`src/inc/acr_pkg.sv`:
```
// Shared constants and types for the converter control and result register block.
package acr_pkg;

  localparam int unsigned ACR_RESULT_BITS = 10;
  localparam int unsigned ACR_PRESC_BITS = 7;

  // Printed register offsets are register indexes; byte address is four times the index.
  localparam logic [7:0] ACR_IDX_RESULT_LOW = 8'h78;
  localparam logic [7:0] ACR_IDX_RESULT_HIGH = 8'h79;
  localparam logic [7:0] ACR_IDX_CONTROL = 8'h7A;
  localparam logic [7:0] ACR_IDX_TRIGGER = 8'h7B;
  localparam logic [7:0] ACR_IDX_INPUT_REF = 8'h7C;
  localparam logic [31:0] ACR_ADDR_RESULT_LOW = {22'h000000, ACR_IDX_RESULT_LOW, 2'h0};
  localparam logic [31:0] ACR_ADDR_RESULT_HIGH = {22'h000000, ACR_IDX_RESULT_HIGH, 2'h0};
  localparam logic [31:0] ACR_ADDR_CONTROL = {22'h000000, ACR_IDX_CONTROL, 2'h0};
  localparam logic [31:0] ACR_ADDR_TRIGGER = {22'h000000, ACR_IDX_TRIGGER, 2'h0};
  localparam logic [31:0] ACR_ADDR_INPUT_REF = {22'h000000, ACR_IDX_INPUT_REF, 2'h0};

  // Field positions of the control and status register.
  localparam int ACR_CS_ENABLE = 7;
  localparam int ACR_CS_START = 6;
  localparam int ACR_CS_AUTO = 5;
  localparam int ACR_CS_FLAG = 4;
  localparam int ACR_CS_IRQ_EN = 3;
  localparam int ACR_CS_DIV_HI = 2;

  // Field positions of the input and reference selection register and of the trigger register.
  localparam int ACR_IR_REF_HI = 7;
  localparam int ACR_IR_REF_LO = 6;
  localparam int ACR_IR_LEFT = 5;
  localparam int ACR_IR_CHAN_HI = 3;
  localparam int ACR_IR_TRIG_HI = 2;

  localparam logic [1:0] ACR_REF_EXTERNAL = 2'h0;
  localparam logic [1:0] ACR_REF_SUPPLY = 2'h1;
  localparam logic [1:0] ACR_REF_RESERVED = 2'h2;
  localparam logic [1:0] ACR_REF_BANDGAP = 2'h3;
  localparam logic [3:0] ACR_CHAN_LAST_PIN = 4'h7;
  localparam logic [3:0] ACR_CHAN_BANDGAP = 4'hE;
  localparam logic [3:0] ACR_CHAN_GROUND = 4'hF;
  localparam logic [2:0] ACR_TRIG_FREE_RUN = 3'h0;

  localparam logic [4:0] ACR_FIRST_CONV_CLOCKS = 5'h19;
  localparam logic [4:0] ACR_NORMAL_CONV_CLOCKS = 5'h0D;
  localparam logic [4:0] ACR_SAR_CLOCKS = 5'h0A;
  localparam logic [9:0] ACR_SAR_FIRST_PROBE = 10'h200;
  localparam logic [2:0] ACR_DIV_SEL_MIN = 3'h1;

  typedef enum logic [1:0] {
    ACR_CONV_IDLE = 2'h0,
    ACR_CONV_SAMPLE = 2'h1,
    ACR_CONV_APPROX = 2'h3
  } acr_conv_t;

  typedef struct packed {
    logic powered;
    logic sampling;
    logic [1:0] ref_sel;
    logic [3:0] chan_sel;
    logic [9:0] trial_code;
  } acr_afe_t;

  typedef struct packed {
    acr_conv_t conv;
    logic [1:0] ref_sel;
    logic left_adjust;
    logic [3:0] chan_sel;
    logic enable;
    logic auto_trig;
    logic done_flag;
    logic irq_en;
    logic [2:0] div_sel;
    logic [2:0] trig_sel;
    logic first_pending;
    logic [6:0] presc;
    logic [4:0] tick_cnt;
    logic [4:0] conv_len;
    logic [9:0] probe;
    logic [9:0] result;
    logic read_lock;
    logic trig_prev;
    logic cmp_meta;
    logic cmp_sync;
    logic dphase;
    logic dwrite;
    logic [31:0] daddr;
    logic hreadyout;
    logic hresp;
    logic [31:0] hrdata;
    logic irq;
    acr_afe_t afe;
  } acr_state_t;

  localparam acr_state_t ACR_STATE_RESET = '{conv: ACR_CONV_IDLE, first_pending: 1'b1, hreadyout: 1'b1, default: '0};

endpackage

```
`src/acr_adc_ctrl.sv`:
```
// Converter control, prescaler, successive approximation sequencer and result registers on AHB-Lite.
//
// Contract
// RULE_01: Ten-bit code is linear in input over reference, zero to all ones.
// RULE_02: Reference field picks external pin, analog supply, reserved, or internal bandgap.
// RULE_03: Reference and channel writes during a conversion apply once it completes.
// RULE_04: Left adjust bit changes the visible result layout immediately, even mid conversion.
// RULE_05: Bit four of the selection register reads zero and ignores writes.
// RULE_06: Channel field picks pins 0-7, bandgap at 1110, ground at 1111.
// RULE_07: Enable one powers the converter; zero powers it off and aborts conversion.
// RULE_08: Start bit begins a conversion; first after enable takes 25 clocks, else 13.
// RULE_09: Start reads one while converting, zero after; writing zero does nothing.
// RULE_10: With auto trigger on, each rising edge of selected trigger starts conversion.
// RULE_11: Done flag sets when a conversion completes and results are updated.
// RULE_12: Done flag clears on vector taken or writing one; zero leaves it.
// RULE_13: Interrupt requested while flag, its enable and global enable are all set.
// RULE_14: Converter clock is system clock divided by 2,2,4,8,16,32,64,128.
// RULE_15: Right aligned: low byte holds bits 7:0, high byte bits 1:0 hold 9:8.
// RULE_16: Left aligned: high byte holds bits 9:2, low byte bits 7:6 hold 1:0.
// RULE_17: After low byte read, both bytes hold until high byte is read.
// RULE_18: Software reads low byte first; reading only high is fine when left aligned.
// RULE_19: Trigger source ignored without auto trigger; zero is free running, others events.
// RULE_20: Free running restarts at completion, so later channel changes skip one conversion.
// RULE_21: Abort by disabling clears start, keeps results and leaves the done flag.
//
// Added by the designer: register access over AHB-Lite.
`timescale 1ns/10ps
`default_nettype none

module acr_adc_ctrl
  import acr_pkg::*;
#(
  parameter int unsigned TRIGGER_COUNT = 7
) (
  input wire logic hclk,
  input wire logic hresetn,
  input wire logic hsel,
  input wire logic [31:0] haddr,
  input wire logic [1:0] htrans,
  input wire logic hwrite,
  input wire logic [2:0] hsize,
  input wire logic [31:0] hwdata,
  input wire logic hready,
  output logic hreadyout,
  output logic hresp,
  output logic [31:0] hrdata,
  input wire logic comparator_above,
  input wire logic [TRIGGER_COUNT-1:0] trigger_sources,
  input wire logic global_irq_enable,
  input wire logic irq_vector_taken,
  output logic irq_request,
  output acr_afe_t afe_ctrl
);

  acr_state_t s;
  acr_state_t n;

  // Only whole-word transfers are issued, so the transfer size needs no decoding.
  logic size_unused;
  logic addr_accept;
  logic wr_go;
  logic rd_go;
  logic [7:0] wbyte;
  logic [2:0] div_shift;
  logic [7:0] div_mask_wide;
  logic [6:0] div_mask;
  logic adc_tick;
  logic trig_level;
  logic [2:0] trig_index;
  logic [7:0] low_view;
  logic [7:0] high_view;
  logic [7:0] control_view;
  logic [7:0] inref_view;
  logic [4:0] tick_next;
  logic [9:0] sar_kept;
  logic hit_low;
  logic hit_high;
  logic hit_control;
  logic hit_trigger;
  logic hit_inref;

  assign size_unused = ^hsize;
  assign addr_accept = hsel & htrans[1] & hready;
  assign wr_go = s.dphase & s.dwrite;
  assign rd_go = s.dphase & ~s.dwrite;
  assign wbyte = hwdata[7:0];

  // Selections 000 and 001 both give the smallest divider.
  assign div_shift = (s.div_sel == 3'h0) ? 3'h0 : s.div_sel - ACR_DIV_SEL_MIN; // [RULE_14]
  assign div_mask_wide = (8'h02 << div_shift) - 8'h01; // [RULE_14]
  assign div_mask = div_mask_wide[6:0];
  assign adc_tick = s.enable & ((s.presc & div_mask) == div_mask); // [RULE_14]
  // The prescaler restarts from zero on enable, so the first tick comes a full divider period
  // after the start; a running prescaler gives a first tick anywhere within one period.

  // Trigger inputs are flags of peripherals on this clock, so no synchroniser is needed.
  assign trig_index = s.trig_sel - 3'h1;
  assign trig_level = (s.trig_sel != ACR_TRIG_FREE_RUN) & trigger_sources[trig_index]; // [RULE_19]

  // The layout follows the live left adjust bit, not the one at conversion time.
  assign low_view = s.left_adjust ? {s.result[1:0], 6'h00} : s.result[7:0]; // [RULE_04] [RULE_15] [RULE_16]
  assign high_view = s.left_adjust ? s.result[9:2] : {6'h00, s.result[9:8]}; // [RULE_04] [RULE_15] [RULE_16]
  assign control_view = {s.enable, (s.conv != ACR_CONV_IDLE), s.auto_trig, s.done_flag, s.irq_en, s.div_sel}; // [RULE_09]
  assign inref_view = {s.ref_sel, s.left_adjust, 1'b0, s.chan_sel}; // [RULE_05]

  assign tick_next = s.tick_cnt + 5'h01;
  // A low comparator answer means the input sits below the trial code, so the probed bit drops.
  assign sar_kept = s.cmp_sync ? s.afe.trial_code : (s.afe.trial_code & ~s.probe); // [RULE_01]
  // Limitation: the comparator must settle and pass both synchroniser flops within one
  // converter clock of a new trial code, which bounds the smallest usable divider.

  // Address decode of the registered data-phase address; an unmapped word hits nothing.
  always_comb begin
    hit_low = 1'b0;
    hit_high = 1'b0;
    hit_control = 1'b0;
    hit_trigger = 1'b0;
    hit_inref = 1'b0;
    if (s.daddr == ACR_ADDR_RESULT_LOW) begin
      hit_low = 1'b1;
    end else if (s.daddr == ACR_ADDR_RESULT_HIGH) begin
      hit_high = 1'b1;
    end else if (s.daddr == ACR_ADDR_CONTROL) begin
      hit_control = 1'b1;
    end else if (s.daddr == ACR_ADDR_TRIGGER) begin
      hit_trigger = 1'b1;
    end else if (s.daddr == ACR_ADDR_INPUT_REF) begin
      hit_inref = 1'b1;
    end
  end

  always_comb begin
    logic start_req;
    logic completing;
    start_req = 1'b0;
    completing = 1'b0;
    n = s;

    n.cmp_meta = comparator_above;
    n.cmp_sync = s.cmp_meta;
    n.trig_prev = trig_level;
    n.presc = s.enable ? s.presc + 7'h01 : 7'h00;


    if (wr_go && hit_inref) begin
      n.ref_sel = wbyte[ACR_IR_REF_HI:ACR_IR_REF_LO]; // [RULE_02]
      n.left_adjust = wbyte[ACR_IR_LEFT]; // [RULE_04]
      n.chan_sel = wbyte[ACR_IR_CHAN_HI:0]; // [RULE_06]
    end else if (wr_go && hit_trigger) begin
      n.trig_sel = wbyte[ACR_IR_TRIG_HI:0];
    end else if (wr_go && hit_control) begin
      n.enable = wbyte[ACR_CS_ENABLE]; // [RULE_07]
      n.auto_trig = wbyte[ACR_CS_AUTO];
      n.irq_en = wbyte[ACR_CS_IRQ_EN];
      n.div_sel = wbyte[ACR_CS_DIV_HI:0];
      if (wbyte[ACR_CS_FLAG]) begin
        n.done_flag = 1'b0; // [RULE_12]
      end
      start_req = wbyte[ACR_CS_START]; // [RULE_09]
    end


    if (irq_vector_taken) begin
      n.done_flag = 1'b0; // [RULE_12]
    end


    // Auto trigger fires on a rising edge only; sources are ignored while it is off.
    if (n.auto_trig && trig_level && !s.trig_prev) begin
      start_req = 1'b1; // [RULE_10] [RULE_19]
    end


    if (!n.enable) begin
      n.conv = ACR_CONV_IDLE; // [RULE_07] [RULE_21]
      n.first_pending = 1'b1; // [RULE_08]
      n.afe.sampling = 1'b0;
    end else if (s.conv == ACR_CONV_IDLE) begin
      if (start_req) begin
        n.conv = ACR_CONV_SAMPLE; // [RULE_08]
        n.tick_cnt = 5'h00;
        n.conv_len = s.first_pending ? ACR_FIRST_CONV_CLOCKS : ACR_NORMAL_CONV_CLOCKS; // [RULE_08]
        n.first_pending = 1'b0;
        n.afe.sampling = 1'b1;
      end
    end else if (adc_tick) begin
      n.tick_cnt = tick_next;
      if (s.conv == ACR_CONV_SAMPLE) begin
        if (tick_next == s.conv_len - ACR_SAR_CLOCKS) begin
          n.conv = ACR_CONV_APPROX;
          n.afe.sampling = 1'b0;
          n.afe.trial_code = ACR_SAR_FIRST_PROBE;
          n.probe = ACR_SAR_FIRST_PROBE;
        end
      end else begin
        n.probe = s.probe >> 1;
        n.afe.trial_code = sar_kept | (s.probe >> 1); // [RULE_01]
        if (tick_next == s.conv_len) begin
          completing = 1'b1;
        end
      end
    end


    // Completion is applied after the software and vector clears, so its set of the flag wins.
    if (completing) begin
      n.conv = ACR_CONV_IDLE; // [RULE_09]
      n.afe.trial_code = sar_kept;
      // A result that lands while a read pair is open is dropped to keep the pair consistent.
      if (!s.read_lock) begin
        n.result = sar_kept; // [RULE_11] [RULE_17]
      end
      n.done_flag = 1'b1; // [RULE_11]
      if (n.auto_trig && (n.trig_sel == ACR_TRIG_FREE_RUN)) begin
        n.conv = ACR_CONV_SAMPLE; // [RULE_20]
        n.tick_cnt = 5'h00;
        n.conv_len = ACR_NORMAL_CONV_CLOCKS; // [RULE_20]
        n.afe.sampling = 1'b1;
      end
    end


    // Selections reach the front end only between conversions or at a restart.
    if ((n.conv == ACR_CONV_IDLE) || (n.conv == ACR_CONV_SAMPLE && s.conv != ACR_CONV_SAMPLE)) begin
      n.afe.ref_sel = n.ref_sel; // [RULE_03] [RULE_02]
      n.afe.chan_sel = n.chan_sel; // [RULE_03] [RULE_06]
    end
    n.afe.powered = n.enable; // [RULE_07]


    n.irq = n.done_flag & n.irq_en & global_irq_enable; // [RULE_13]


    // Every transfer takes one wait state, which keeps the register decode off the address phase.
    n.hresp = 1'b0;
    if (s.dphase) begin
      n.dphase = 1'b0;
      n.hreadyout = 1'b1;
      n.hrdata = 32'h00000000;
      if (rd_go) begin
        if (hit_low) begin
          n.hrdata = {24'h000000, low_view};
          n.read_lock = 1'b1; // [RULE_17]
        end else if (hit_high) begin
          n.hrdata = {24'h000000, high_view};
          n.read_lock = 1'b0; // [RULE_17]
        end else if (hit_control) begin
          n.hrdata = {24'h000000, control_view};
        end else if (hit_trigger) begin
          n.hrdata = {29'h00000000, s.trig_sel};
        end else if (hit_inref) begin
          n.hrdata = {24'h000000, inref_view};
        end
      end
    end else if (addr_accept) begin
      n.dphase = 1'b1;
      n.dwrite = hwrite;
      n.daddr = haddr;
      n.hreadyout = 1'b0;
    end
  end

  always_ff @(posedge hclk or negedge hresetn) begin
    if (!hresetn) begin
      s <= ACR_STATE_RESET;
    end else begin
      s <= n;
    end
  end

  assign hreadyout = s.hreadyout;
  assign hresp = s.hresp | (size_unused & 1'b0);
  assign hrdata = s.hrdata;
  assign irq_request = s.irq;
  assign afe_ctrl = s.afe;

endmodule

`default_nettype wire

```
`config.mk`:
```
export PLATFORM = sky130hd
export DESIGN_NAME = acr_adc_ctrl
export DESIGN_NICKNAME = d
export VERILOG_FILES = /design/src/inc/acr_pkg.sv /design/src/acr_adc_ctrl.sv
export SDC_FILE = /design/constraint.sdc
export NUM_CORES = 1
export LEC_CHECK = 0
export BUFFER_PORTS_ARGS = -buffer_cell sky130_fd_sc_hd__clkbuf_2
export CORE_ASPECT_RATIO = 0.75
export CORE_MARGIN = 1.5
export CORE_UTILIZATION = 40
export DETAILED_ROUTE_END_ITERATION = 12
export GPL_TIMING_DRIVEN = 0
export HOLD_SLACK_MARGIN = 0.03
export PLACE_DENSITY = 0.64
export SLEW_MARGIN = 20
export SYNTH_ARGS = -nofsm -noshare
export SYNTH_HDL_FRONTEND = slang
export SYNTH_SLANG_ARGS = --single-unit
```
`constraint.sdc`:
```
create_clock -name hclk -period 3.9 [get_ports hclk]
set_input_delay 1.17 -clock hclk [delete_from_list [all_inputs] [get_ports hclk]]
set_output_delay 1.17 -clock hclk [all_outputs]
set_load 0.05 [all_outputs]
```
==> results.cfg <==
[logic_synthesis]
synth_cells = 660
synth_common_cells = 135 x nand2_1, 120 x dfrtp_1, 51 x buf_4
yosysMostFrequentCell = nand2_1
synth.avg_cell_area_um2 = 9.75
synthTopCellsByArea = dfrtp_1 47%, nand2_1 7.9%, buf_4 6.0%, mux2_2 4.0%, mux2i_1 3.3%
synthDistinctLibCells = 71
synth_area_um2 = 6430
synth_flop_cell = dfrtp_1
yosys_warnings = 0
synth_async_sr_flop_share_pct = 100
synth_edf_count = 0
yosysTopAreaCell = dfrtp_1
ys_seq_area_share_pct = 47.5
synth-seq-cells = 122
synth_top_area_share_pct = 46.7

[floorplanning]
die_h_um = 113
die_w_um = 149
die_area_um2 = 16900
start_util_pct = 41.6
pin_count = 137
placementRows = 39
core_um2 = 15500

[place]
numPortBuffers = 83
gp_congestion = 0.847
dp_hpwl_um = 11200
place_ws_ns = 0.314

[power_and_ir_drop]
p_leak_nw = 3.81
p_total_mw = 3.33
p_per_area_nw_per_um2 = 426
ir_drop_uv = 273

[setup_path]
critPathLaunch = control_view[1]
worstRegToRegCells = 14
r2r-end = s[102]
r2r_setup_slack_ns = 0.49
cp-start-kind = flip-flop
critPathArrivalTime_ns = 3.75
setup.worst_path.end_class = flip-flop
crit_slowest_cell = dfrtp_1
path_cells = clkbuf_1 > or2_2 > ha_1 > nor3_1 > o21ai_0 > ha_1 > o211a_1 > o221ai_1 > a211oi_2 > o2111ai_1 > buf_2 > nor2_1 > buf_2 > mux2i_1
max_stage_delay_ns = 0.35
required_ns = 4.23
cp_max_fo = 10
worstSetupPathType = reg2reg
timing.rr.start = control_view[1]
cp-endpoint = s[102]

[global_route]
grt_max_degree = 82
grt-ovfl-total = 0
grt_usage_pct = 19.0
antenna_found_initial = 0
grt_pass1_vias = 4806
grt_pass1_wl_um = 25100

[clock_network]
clk_latency_ns = 0.41
cts-root-buf = clkbuf_16
postCtsSetupRepairBufs = 0
clockBufferDepth = 2
cts_tree = done
cts_buffers = 17
clk_pin_slew_worst_paths_ns = 0.06
cts.sink_count = 122
cts_resized = 0
hold_buffers = 0
cts_max_level = 4

[route]
ant_nets = 0
via_count = 5131
drc = 0
viasPerCell = 5.11
drtPass1Iterations = 5
drt-initial-drc-count = 380
routed_wl_um = 15200
wire_per_inst_um = 15.1

[sta]
finalSetupViolCount = 0
setup_ws_ns = 0.487
hold_viol = 0
worstMarginPinSlew_ns = 1.12
min_period_ns = 3.41
rsz0062_at_grt = false
min_period_over_period_pct = 87.5
skew_ns = 0.00945
fmax_mhz = 293
maxSlewViolCount = 0
relSlewSlack_pct = 24.4

[finish]
fin_nets = 879
syn_to_final_growth_pct = 21.5
fillCellCount = 1442
drive_gt1_share_pct = 26.9
insertedDiodeCount = 0

[flow_run]
drv_cap = 0

[hold_path]
hp-class = reg2reg

[outcome]
outcome = complete, no violations
[kinds of logic after synthesis]
family / Yosys count / synth area share, %
XOR/XNOR: 16 / 2.63
adder cells (fa/ha/maj): 8 / 1.56
other: 1 / 0.0583
flip-flops: 122 / 47.5
AND/OR/NAND/NOR: 245 / 19.0
multiplexers: 46 / 7.99
AO/OA/AOI/OAI: 114 / 11.9
buffers and inverters: 108 / 9.39
[stage by stage]
| stage | utilization [%] | cells | setup TNS, ns | cell area (um2) | hold slack (ns) |
|---|---|---|---|---|---|
| 2_1_floorplan | - | 684 | 0 | 6520 | 0.331 |
| 3_3_place_gp | 46.5 | 972 | -33.77 | 7200 | 0.332 |
| 3_5_place_dp | 46.8 | 973 | 0 | 7230 | 0.339 |
| 4_1_cts | 50.5 | 1004 | 0 | 7810 | 0.356 |
| 5_1_grt | 50.5 | 1004 | 0 | 7810 | 0.356 |
| 6_report | 50.5 | 1004 | 0 | 7810 | 0.354 |
[area by class of cell]
type / count / area [um2] / area share [%]
flip-flops and latches: 122 / 3060 / 39.1
repair buffers: 84 / 452 / 5.78
clock inverters: 14 / 151 / 1.94
multi-input cells: 454 / 2870 / 36.7
clock buffers: 17 / 425 / 5.44
plain buffers: 75 / 480 / 6.15
inverters: 33 / 124 / 1.59
well taps: 205 / 256 / 3.28
[critical path, delay by kind of cell, from the launching register on]
kind | cells | cell delay [ns]
compound gates | 5 | 0.86
mux | 1 | 0.23
buf+inv | 3 | 0.74
flops | 1 | 0.35
simple gates | 3 | 0.64
fa+ha+maj | 2 | 0.51
[report_power, final]
| group | leakage, nW | internal, mW | total [mW] | switching (mW) |
|---|---|---|---|---|
| Clock | 0.267 | 0.938 | 1.53 | 0.591 |
| Sequential | 1.53 | 1.35 | 1.42 | 0.0731 |
| Combinational | 2.01 | 0.146 | 0.384 | 0.238 |
[registers in the layout, indices dropped and copies added, names as in the netlist]
signal        count
s                80
inref_view        7
n                 1
control_view      6
hrdata            8
afe_ctrl         18
hreadyout         1
irq_request       1
[cells in the final DEF, fill, tap and decap left out, types with 12 or more instances in the layout]
master | synthesis | layout
dfrtp_1 | 120 | 120
a21oi_1 | 13 | 13
buf_4 | 51 | 51
inv_1 | 30 | 30
mux2_2 | 23 | 23
clkbuf_16 | 0 | 17
conb_1 | 1 | 25
clkbuf_1 | 18 | 18
nand2_1 | 135 | 135
o21ai_0 | 31 | 31
o31ai_1 | 23 | 23
mux2i_1 | 21 | 21
nor2_1 | 26 | 26
nand3_1 | 12 | 12
clkbuf_2 | 0 | 82
[how the worst min path moves through the flow]
| stage | slack (ns) | startpoint | end | cells after the start |
|---|---|---|---|---|
| 4_1_cts | 0.36 | n[87] | s[87] | 0 |
| 2_1_floorplan | 0.33 | n[87] | s[87] | 0 |
| 3_5_place_dp | 0.34 | n[87] | s[87] | 0 |
| 3_3_place_gp | 0.33 | n[87] | s[87] | 0 |
| 5_1_grt | 0.36 | n[87] | s[87] | 0 |
| 6_report | 0.35 | n[87] | s[87] | 0 |
[layer usage]
layer | vias to the layer above | GRT usage, % | routed length (um)
li1 | 2494 | - | -
met1 | 2467 | 29.2 | 7800
met2 | 155 | 27.0 | 6320
met3 | 15 | 4.31 | 889
met4 | 0 | 4.49 | 152
met5 | - | 0 | 0
(Power assumes the default switching activity.)
